### src/include/csf_pkg.sv
// Constants shared by the conversion status flag block.
// Assumes an 8-bit register address and 16-bit registers from the serial port.
package csf_pkg;
	// Register addresses on the serial register port
	localparam logic [7:0] ADDR_FLAGS   = 8'h18;
	localparam logic [7:0] ADDR_ROUTING = 8'h19;
	localparam int         REG_W        = 16;
	localparam int         NUM_CHAN     = 4;

	// Flag register layout
	localparam int         FLG_CHAN_HI  = 15;
	localparam int         FLG_CHAN_LO  = 14;
	localparam int         FLG_WD       = 11;
	localparam int         FLG_AHW      = 10;
	localparam int         FLG_ALW      = 9;
	localparam int         FLG_RDY      = 6;
	localparam int         FLG_UNREAD_HI = 3;

	// Routing register layout
	localparam int         RT_WD2RES    = 13;
	localparam int         RT_AH2RES    = 12;
	localparam int         RT_AL2RES    = 11;
	localparam int         RT_WD2IRQ    = 5;
	localparam int         RT_RDY2IRQ   = 0;

	// Reset values
	localparam logic [1:0] CHAN_RST     = 2'h0;
	localparam logic [3:0] FLAGS4_RST   = 4'h0;
	localparam logic [15:0] REG_RST     = 16'h0000;

	// Conversion scheme
	typedef enum logic {
		CSF_SINGLE = 1'b0,
		CSF_SEQ    = 1'b1
	} csf_mode_t;
endpackage : csf_pkg

### src/verilog/csf_status_flags.sv
// Status flag bank and fault routing register of a multi-channel converter.
// Assumes a register port delivering one-cycle read/write strobes with an address,
// and conversion events arriving as one-cycle pulses on the same clock.
`timescale 1ns/1ps

// Notes on behaviour
// - Two-bit field names the channel that raised the latched flag or error.
// - Errors stay latched until a flag read or source channel result read.
// - Watchdog flag sets on any built channel timeout, active or not, else reads zero.
// - Amplitude-high flag sets on any built channel warning, active or not, since last read.
// - Amplitude-low flag sets on any built channel warning, active or not, since last read.
// - Ready flag rises on a new result, stays low otherwise.
// - Single-channel mode: ready flag on each result of the selected channel.
// - Sequential mode: ready flag only once every active channel has fresh results.
// - One unread flag per channel, channel 0 at bit 3 down to bit 0.
// - Two-channel build never reports channel codes 2 or 3 or their flags.
// - Watchdog routed to interrupt asserts the low interrupt output on timeout.
// - Ready routed to interrupt asserts the low interrupt output when ready.
// - Watchdog routed to results flags it in the causing channel result.
// - Interrupt output asserts on a routed watchdog or ready event unless disabled.
module csf_status_flags #(
	parameter int NUM_CHAN = csf_pkg::NUM_CHAN
) (
	// Clock and reset
	input  wire logic        clock,
	input  wire logic        reset_n,
	// Register port
	input  wire logic [7:0]  reg_addr,
	input  wire logic        reg_wr,
	input  wire logic        reg_rd,
	input  wire logic [15:0] reg_wdata,
	output logic      [15:0] reg_rdata,
	// Result register reads, one strobe per channel
	input  wire logic [3:0]  result_read,
	// Conversion core events, one-cycle pulses per channel
	input  wire logic [3:0]  conv_done,
	input  wire logic [3:0]  wd_timeout_evt,
	input  wire logic [3:0]  amp_high_evt,
	input  wire logic [3:0]  amp_low_evt,
	// Conversion setup
	input  csf_pkg::csf_mode_t conv_mode,
	input  wire logic [1:0]  active_chan,
	input  wire logic [3:0]  active_mask,
	input  wire logic        irq_output_disable,
	// Interrupt and result-register fault marks
	output logic             irq_out_n,
	output logic      [3:0]  result_wd_mark,
	output logic      [3:0]  result_amp_mark
);
	// Flag state
	logic [1:0]  error_source_channel_r;
	logic        watchdog_timeout_flag_r;
	logic        amplitude_high_warning_r;
	logic        amplitude_low_warning_r;
	logic        conversion_ready_flag_r;
	logic [3:0]  unread_r;
	logic [3:0]  fresh_r;
	logic        watchdog_to_result_enable_r;
	logic        amp_high_to_result_enable_r;
	logic        amp_low_to_result_enable_r;
	logic        watchdog_to_irq_enable_r;
	logic        ready_to_irq_enable_r;
	logic        irq_r;
	logic [15:0] reg_rdata_r;
	logic [15:0] flags_word;
	logic [15:0] routing_word;
	logic [3:0]  chan_ok;
	logic [3:0]  wd_ev;
	logic [3:0]  ah_ev;
	logic [3:0]  al_ev;
	logic [3:0]  done_ev;
	logic [3:0]  err_ev;
	logic [1:0]  err_sel;
	logic [3:0]  fresh_nxt;
	logic [3:0]  act_ok;
	logic        flags_rd;
	logic        clear_err;
	logic        err_latched;
	logic        rdy_set;

	// Channels beyond the build width are masked off at the source
	genvar g;
	generate
		for (g = 0; g < 4; g++) begin : g_chan
			assign chan_ok[g] = (g < NUM_CHAN);
		end
	endgenerate
	assign wd_ev   = wd_timeout_evt & chan_ok;
	assign ah_ev   = amp_high_evt & chan_ok;
	assign al_ev   = amp_low_evt & chan_ok;
	assign done_ev = conv_done & chan_ok;
	assign act_ok  = active_mask & chan_ok;
	assign err_ev  = wd_ev | ah_ev | al_ev;

	// Lowest-numbered faulting channel wins when several fault together
	always_comb begin
		err_sel = csf_pkg::CHAN_RST;
		for (int i = 3; i >= 0; i--) begin
			if (err_ev[i]) begin
				err_sel = 2'(i);
			end
		end
	end

	// Release of latched errors by a flag read or a read of the source result
	assign flags_rd    = reg_rd && (reg_addr == csf_pkg::ADDR_FLAGS);
	assign clear_err   = flags_rd || result_read[error_source_channel_r];
	assign err_latched = watchdog_timeout_flag_r | amplitude_high_warning_r | amplitude_low_warning_r;

	// Error flags: a new event beats a clear in the same cycle
	always_ff @(posedge clock or negedge reset_n) begin
		if (!reset_n) begin
			watchdog_timeout_flag_r  <= 1'b0;
			amplitude_high_warning_r <= 1'b0;
			amplitude_low_warning_r  <= 1'b0;
		end else begin
			watchdog_timeout_flag_r  <= (|wd_ev) | (watchdog_timeout_flag_r & ~clear_err);
			amplitude_high_warning_r <= (|ah_ev) | (amplitude_high_warning_r & ~clear_err);
			amplitude_low_warning_r  <= (|al_ev) | (amplitude_low_warning_r & ~clear_err);
		end
	end

	// Source channel is frozen while an error is held, so it stays meaningful
	always_ff @(posedge clock or negedge reset_n) begin
		if (!reset_n) begin
			error_source_channel_r <= csf_pkg::CHAN_RST;
		end else if ((|err_ev) && (!err_latched || clear_err)) begin
			error_source_channel_r <= err_sel;
		end
	end

	// Ready condition per conversion scheme
	always_comb begin
		fresh_nxt = fresh_r | (done_ev & act_ok);
		if (conv_mode == csf_pkg::CSF_SINGLE) begin
			rdy_set = done_ev[active_chan];
		end else begin
			rdy_set = (act_ok != 4'h0) && ((fresh_nxt & act_ok) == act_ok);
		end
	end

	// Sequence tracker restarts once the whole set has been reported
	always_ff @(posedge clock or negedge reset_n) begin
		if (!reset_n) begin
			fresh_r <= csf_pkg::FLAGS4_RST;
		end else if (conv_mode == csf_pkg::CSF_SINGLE || rdy_set) begin
			fresh_r <= csf_pkg::FLAGS4_RST;
		end else begin
			fresh_r <= fresh_nxt;
		end
	end

	// Ready flag, cleared by a flag read unless a new result lands
	always_ff @(posedge clock or negedge reset_n) begin
		if (!reset_n) begin
			conversion_ready_flag_r <= 1'b0;
		end else begin
			conversion_ready_flag_r <= rdy_set | (conversion_ready_flag_r & ~flags_rd);
		end
	end

	// Unread flags and result-register fault marks, per channel
	generate
		for (g = 0; g < 4; g++) begin : g_unread
			always_ff @(posedge clock or negedge reset_n) begin
				if (!reset_n) begin
					unread_r[g]        <= 1'b0;
					result_wd_mark[g]  <= 1'b0;
					result_amp_mark[g] <= 1'b0;
				end else begin
					unread_r[g] <= done_ev[g] | (unread_r[g] & ~result_read[g]);
					result_wd_mark[g] <= (wd_ev[g] & watchdog_to_result_enable_r)
						| (result_wd_mark[g] & ~result_read[g]);
					result_amp_mark[g] <= (ah_ev[g] & amp_high_to_result_enable_r)
						| (al_ev[g] & amp_low_to_result_enable_r)
						| (result_amp_mark[g] & ~result_read[g]);
				end
			end
		end
	endgenerate

	// Routing register writes; reserved bits are not stored
	always_ff @(posedge clock or negedge reset_n) begin
		if (!reset_n) begin
			watchdog_to_result_enable_r <= 1'b0;
			amp_high_to_result_enable_r <= 1'b0;
			amp_low_to_result_enable_r  <= 1'b0;
			watchdog_to_irq_enable_r    <= 1'b0;
			ready_to_irq_enable_r       <= 1'b0;
		end else if (reg_wr && (reg_addr == csf_pkg::ADDR_ROUTING)) begin
			watchdog_to_result_enable_r <= reg_wdata[csf_pkg::RT_WD2RES];
			amp_high_to_result_enable_r <= reg_wdata[csf_pkg::RT_AH2RES];
			amp_low_to_result_enable_r  <= reg_wdata[csf_pkg::RT_AL2RES];
			watchdog_to_irq_enable_r    <= reg_wdata[csf_pkg::RT_WD2IRQ];
			ready_to_irq_enable_r       <= reg_wdata[csf_pkg::RT_RDY2IRQ];
		end
	end

	// Interrupt latch: routed events set it, a flag read drops it
	always_ff @(posedge clock or negedge reset_n) begin
		if (!reset_n) begin
			irq_r <= 1'b0;
		end else begin
			irq_r <= ((|wd_ev) & watchdog_to_irq_enable_r)
				| (rdy_set & ready_to_irq_enable_r)
				| (irq_r & ~flags_rd);
		end
	end

	// Pin held off while disabled; registered so it never glitches
	always_ff @(posedge clock or negedge reset_n) begin
		if (!reset_n) begin
			irq_out_n <= 1'b1;
		end else begin
			irq_out_n <= ~(irq_r & ~irq_output_disable);
		end
	end

	// Read words; reserved bits tie to zero
	always_comb begin
		flags_word = csf_pkg::REG_RST;
		flags_word[csf_pkg::FLG_CHAN_HI:csf_pkg::FLG_CHAN_LO] = error_source_channel_r;
		flags_word[csf_pkg::FLG_WD]  = watchdog_timeout_flag_r;
		flags_word[csf_pkg::FLG_AHW] = amplitude_high_warning_r;
		flags_word[csf_pkg::FLG_ALW] = amplitude_low_warning_r;
		flags_word[csf_pkg::FLG_RDY] = conversion_ready_flag_r;
		for (int i = 0; i < 4; i++) begin
			flags_word[csf_pkg::FLG_UNREAD_HI - i] = unread_r[i];
		end
		routing_word = csf_pkg::REG_RST;
		routing_word[csf_pkg::RT_WD2RES]  = watchdog_to_result_enable_r;
		routing_word[csf_pkg::RT_AH2RES]  = amp_high_to_result_enable_r;
		routing_word[csf_pkg::RT_AL2RES]  = amp_low_to_result_enable_r;
		routing_word[csf_pkg::RT_WD2IRQ]  = watchdog_to_irq_enable_r;
		routing_word[csf_pkg::RT_RDY2IRQ] = ready_to_irq_enable_r;
	end

	// Read data captured the cycle after the strobe; flags read is pre-clear
	always_ff @(posedge clock or negedge reset_n) begin
		if (!reset_n) begin
			reg_rdata_r <= csf_pkg::REG_RST;
		end else if (reg_rd) begin
			case (reg_addr)
				csf_pkg::ADDR_FLAGS:   reg_rdata_r <= flags_word;
				csf_pkg::ADDR_ROUTING: reg_rdata_r <= routing_word;
				default:               reg_rdata_r <= csf_pkg::REG_RST;
			endcase
		end
	end
	assign reg_rdata = reg_rdata_r;
endmodule : csf_status_flags

### config.mk
export PLATFORM = sky130hd
export DESIGN_NAME = csf_status_flags
export DESIGN_NICKNAME = d
export VERILOG_FILES = /design/src/include/csf_pkg.sv /design/src/verilog/csf_status_flags.sv
export SDC_FILE = /design/constraint.sdc
export NUM_CORES = 1
export LEC_CHECK = 0
export BUFFER_PORTS_ARGS = -buffer_cell sky130_fd_sc_hd__buf_4
export CORE_MARGIN = 1
export CORE_UTILIZATION = 46
export DETAILED_ROUTE_END_ITERATION = 8
export PLACE_DENSITY = 0.87
export REMOVE_ABC_BUFFERS = 1
export SLEW_MARGIN = 25
export SYNTH_ARGS = -nofsm -noshare
export SYNTH_HDL_FRONTEND = slang
export SYNTH_SLANG_ARGS = --single-unit
### constraint.sdc
create_clock -name clock -period 2.2 [get_ports clock]
set_input_delay 0.22 -clock clock [delete_from_list [all_inputs] [get_ports clock]]
set_output_delay 0.22 -clock clock [all_outputs]
set_load 0.01 [all_outputs]
# Word level (Yosys, flattened, before mapping)
# Index checks and enable logic that the tools add are counted.
# op_classes
magnitude_cmp,2
eq_ne,3
mux,11
n_bitwise,70
n_reduce_logical,13
# op_table
cell,count
$and A1 B1 Y1,32
$pmux W16 S2,1
$or A1 B1 Y1,24
$eq A8 B5 Y1 const B,2
$reduce_or A4 Y1,4
$or A4 B4 Y4,3
$not A1 Y1,9
$and A4 B4 Y4,2
$mux W2,4
$lt A2 B3 Y1 const B,2
$bmux W1 S2,2
$eq A4 B4 Y1,1
$logic_and A1 B1 Y1,4
$mux W4,1
$reduce_bool A4 Y1,1
$logic_or A1 B1 Y1,3
$mux W1,3
$logic_not A1 Y1,1
# totals
register_bits,45
input_bits,56
output_inout_bits,25
word_cells,125

# Logic depth before layout (Yosys ltp)
# logic_depth
word_depth,9
mapped_depth,5
ltp_nobuf,4

# Worst setup path before layout
# OpenSTA, ideal clock, no wires.
# synth_path
path_type,reg-to-reg
from,reg error_source_channel_r[0]
to,reg error_source_channel_r[1]
setup_ns,0.123
t_arrival_ns,1.450
required_ns,2.077
setup_slack_ns,0.627
stages_incl_launch_ff,5
path_buffers,0
period_less_slack_ns,1.573
path_cell_list,dfrtp_1 -> mux4_2 -> a41oi_4 -> a21oi_1 -> o2bb2a_2
# synth_between
elab_chain_len,5
# synth_lines
item,line_no,text
"start, declared",csf_status_flags.sv:51,logic [1:0] error_source_channel_r;
"start signal, assigned",csf_status_flags.sv:126,error_source_channel_r <= csf_pkg::CHAN_RST;
"start signal, assigned",csf_status_flags.sv:128,error_source_channel_r <= err_sel;
$bmux W1 S2,csf_status_flags.sv:107,assign clear_err = flags_rd || result_read[error_source_channel_r];
$mux W1 (not written as such),csf_status_flags.sv:107,
$logic_or A1 B1 Y1,csf_status_flags.sv:107,
$logic_or A1 B1 Y1,csf_status_flags.sv:127,end else if ((|err_ev) && (!err_latched || clear_err)) begin
$logic_and A1 B1 Y1,csf_status_flags.sv:127,
# Every way passes these cells. The select of a mux whose other input is x is not followed.
# A chain may end at the register's enable or synchronous reset.

# Worst setup path after layout
# Ends and elaborated chain as after synthesis.

==> results by stage <==
Worst setup path:
- The flop-to-flop setup slack is between 0.5 and 0.6 ns.
- Data arrives at the worst endpoint at roughly 1.9 ns.
- The cell family contributing the most delay on the critical path is compound AO/OA/AOI/OAI gates.
- The number of buffer and inverter stages on the critical path is 0.
- The critical path's largest stage delay is about 0.55 ns.
- On the critical path, the stage with the largest delay is an instance of sky130_fd_sc_hd__mux4_2.
- In this run the critical register-to-register path is launched from error_source_channel_r[0].
- The category of the critical setup timing path is reg -> reg.
- The required time at the worst-slack endpoint is between 2 and 2.5 ns.
- STA classifies the critical path startpoint as a flop.
- The worst setup path is captured at a flop.
- The maximum net fanout on the critical path is 6.
- The capture instance of the worst register-to-register path is error_source_channel_r[1].
- The depth of the worst register-to-register path is 4.
- Walking the worst path, the cells encountered are mux4_2, a41oi_4, a21oi_1, o2bb2a_2.

Routing:
- Using the TritonRoute via totals, the vias-per-cell ratio works out to between 5 and 6.
- After the first detailed-routing iteration, the DRC count stood at approximately 100.
- The number of DRC violations after detailed routing is 0.
- After detailed routing, the wire length on met1 is around 1900 um.
- The number of nets still failing antenna checks after routing is 0.
- The final wirelength is between 4000 and 5000 um.
- The routed length on met3 is between 300 and 400 um.
- Signal routing reaches up to met4.
- The wire length on met2 is about 2200 um.
- For this run, the detailed router's first-pass iteration total came to 4.
- The total via count in the routed design is roughly 1,500.
- The detail-routed net length per standard cell is approximately 17 um.

Placed design:
- The port buffer count is between 60 and 70.
- Detailed placement ended at an HPWL of 3240 um.
- After detailed placement, the design holds a cell count of 262.
- The routability-driven placement congestion ratio is about 0.91.

CTS:
- The longest clock path from root to sink contains 2 buffers.
- The number of clock buffers added by TritonCTS is 5.
- TritonCTS built the clock tree.
- Clock latency on the worst-skew pair, taken at its later pin, is about 0.30 ns.
- The library cell used as clock root buffer is sky130_fd_sc_hd__clkbuf_8.
- The clock tree synthesis step divided the H-tree into 2 levels.
- In this run the post-CTS setup repair buffer count came out at 0.
- The clock-pin slew reported for the worst setup and hold paths after clock tree synthesis is around 0.08 ns.
- The number of clock sinks is between 40 and 50.

Finish:
- The final antenna diode count is 0.
- The most common cell after layout, fill and taps aside is sky130_fd_sc_hd__buf_4.
- After the flow finishes, the layout carries non-filler instances totaling around 270.
- In the layout the commonest cells are sky130_fd_sc_hd__buf_4, sky130_fd_sc_hd__dfrtp_1, sky130_fd_sc_hd__inv_1, sky130_fd_sc_hd__a22o_1, sky130_fd_sc_hd__nand2_1.
- In the final design database the tool counted between 200 and 300 nets.
- The growth of design area from synthesis to finish is 37.5%.
- The total area of sequential cells is roughly 0.0011 sq mm.
- After filler insertion, the fill cell instance count of the layout stands at 306.
- Cells fill ~67% of the core in the end.
- The area of the multi-input gates is 698 sq um.
- The proportion of layout cells with a drive suffix above 1 is ~40%.

Global route:
- The first global-routing pass estimated approximately 7400 um of wire.
- Global routing finished with a remaining overflow of 0.
- The initial antenna violation count is 0.
- Entering global routing, the biggest net connects 43 pins.
- The via count of the first global-routing pass came to around 1,500.
- Across every metal layer, demand over resource in global routing totals a little under a quarter.

Run status:
- The run finished with clean final reports.

Min path:
- The startpoint identified for the worst hold timing path is irq_output_disable.
- The min-delay analysis places its worst path in the category in -> reg.
- The worst hold endpoint is irq_out_n.
- The worst hold path passes through 2 cells.

Die:
- Measured along the x axis, the die boundary spans 65.0 um.
- The core region is about 0.0037 sq mm.
- a little over 80 I/O pins were placed.
- The floorplan step defined a die boundary enclosing roughly 0.0042 sq mm.
- The number of standard-cell rows in the floorplan is 22.
- The initial cell density of the core is about half.
- The die outline height is roughly 65 um.

Job:
- The max-capacitance violation count is 0.

Pwr:
- The fraction of power consumed by sequential logic is 45.1%.
- Combinational logic is responsible for between 15 and 20% of the overall power.
- The peak supply drop is 832 uV.
- The power per unit of standard cell area is about 760 mW/mm^2.
- For this design the total switching power over the nets is between 0.0004 and 0.0005 W.
- Of the total power, the clock network draws 39.1%.
- Net switching is 23.3% of the power.
- The power after layout is 0.00192 W.
- The cell-internal power is approximately 0.0015 W.
- The leakage power is roughly 1.3 nW.

Logic synthesis:
- Sequential cells were found to cover 57.6% of the synthesized design area.
- The synthesized instance count is roughly 150.
- The register bit total from synthesis is 42.
- The share of synthesized flip-flops with an asynchronous set or reset is between 90% and 100%.
- During synthesis, Yosys emitted a total of 0 warnings.
- The synthesized area per cell is 12.1 sq um.
- The most used flip-flop cell after synthesis is sky130_fd_sc_hd__dfrtp_1.
- In this run, distinct cell masters in the synthesized netlist total 37.
- The synthesized design contains 0 enable-type register cells.
- Summing every instance area after synthesis gives around 0.0018 sq mm.

STA:
- The measured slew at the worst slew-check pin is between 0.5 and 0.6 ns.
- The final critical delay including setup and external delays is about 1.7 ns.
- The share of the clock period used by the worst path after layout is 76.3%.
- The clock arrives with 0.00654 ns of skew.
- Headroom to the max-slew limit came out at 64.9%.
- The highest achievable clock rate is 0.596 GHz.
- Setup repair after global routing left no endpoint under its margin.
- On the final layout, the worst hold slack is about 0.11 ns.
- In the final timing run, aggregate negative setup slack is 0 ns.
- The number of pins exceeding their max-slew limit in the final report is 0.
- The hold violation count in the final report is 0.
- Setup violations remaining at the end of the flow were counted as 0.
flip-flops by register name (all words and copies together) (netlist names):
name	cells
reg_rdata	13
flags_word	4
fresh_r	4
result_amp_mark	4
result_wd_mark	4
error_source_channel_r	2
amp_high_to_result_enable_r	1
amp_low_to_result_enable_r	1
amplitude_high_warning_r	1
amplitude_low_warning_r	1
conversion_ready_flag_r	1
irq_out_n	1
irq_r	1
ready_to_irq_enable_r	1
watchdog_timeout_flag_r	1
watchdog_to_irq_enable_r	1
watchdog_to_result_enable_r	1
what timing repair did:
item / CTS / global route
endpoints found under the setup margin: 0 / 0
resized for setup: 0 / 0
hold buffers: 1 / 0
endpoints found under the hold margin: 41 / 0
through the flow:
| stage | area [sq um] | worst slack [ns] |
|---|---|---|
| after floorplan | 1800 | 0.627 |
| after global placement | 2360 | 0.526 |
| after detailed placement | 2360 | 0.434 |
| after CTS | 2510 | 0.524 |
| after global routing | 2510 | 0.446 |
| final | 2510 | 0.522 |
per-layer routing:
metal / vias up / global-route usage [%]
met1: 747 / 30.8
li1: 691 / -
met4: 0 / 8.15
met5: - / 0
met3: 10 / 6.16
met2: 86 / 39.3
layout make-up:
type,count,area share (%)
sequential,42,41.9
multi-input combinational,92,27.8
timing repair buffer,67,20.1
clock buffer,6,3.29
clock inverter,2,2.39
tap,48,2.39
inverter,14,2.09
logic make-up after synthesis:
kind of cell    synth area share [%]
flops                           57.6
compound gates                  19.9
mux                             5.55
other cells                    0.205
buf+inv                         4.59
simple gates                    12.2
worst max path at each step:
stage | cells after the start | slack (ns) | start | to
floorplan | 4 | 0.63 | error_source_channel_r[0] | error_source_channel_r[1]
global placement | 5 | 0.53 | reg_addr[7] | irq_r
detailed placement | 5 | 0.43 | reg_addr[7] | irq_r
CTS | 4 | 0.52 | error_source_channel_r[0] | error_source_channel_r[1]
global route | 4 | 0.45 | error_source_channel_r[0] | error_source_channel_r[1]
finish | 4 | 0.52 | error_source_channel_r[0] | error_source_channel_r[1]
cells in the mapped netlist, types with 2 or more instances:
cell type                  instances  area share [%]
sky130_fd_sc_hd__mux4_2            2             2.5
sky130_fd_sc_hd__nor2b_1           2            0.68
sky130_fd_sc_hd__mux2_2            5             3.1
sky130_fd_sc_hd__dfrtp_1          41              56
sky130_fd_sc_hd__a221o_1           2             1.1
sky130_fd_sc_hd__and3_1            2            0.68
sky130_fd_sc_hd__buf_4             3             1.2
sky130_fd_sc_hd__nand2b_1          2            0.68
sky130_fd_sc_hd__a22o_1           14             6.7
sky130_fd_sc_hd__nor4_1            3             1.0
sky130_fd_sc_hd__inv_1            14             2.9
sky130_fd_sc_hd__or4_1             2            0.82
sky130_fd_sc_hd__nor3_1            4             1.1
sky130_fd_sc_hd__o21ai_0           7             1.9
sky130_fd_sc_hd__nor3b_1           2            0.82
sky130_fd_sc_hd__nand2_1           8             1.6
sky130_fd_sc_hd__a21oi_1           5             1.4
sky130_fd_sc_hd__nor2_1            5             1.0
sky130_fd_sc_hd__a21o_1            4             1.6
sky130_fd_sc_hd__a22oi_1           5             2.1
sky130_fd_sc_hd__or3_1             3             1.0
power groups by stage:
stage                     logic (W)  registers [W]  clock network, W
after detailed placement   0.000296       0.000877                 0
final                      0.000302       0.000865          0.000750
after CTS                  0.000303       0.000863          0.000762
after floorplan            0.000152       0.000871                 0
after global routing       0.000329       0.000871          0.000806
after global placement     0.000290       0.000875                 0
(Power assumes the default switching activity.)
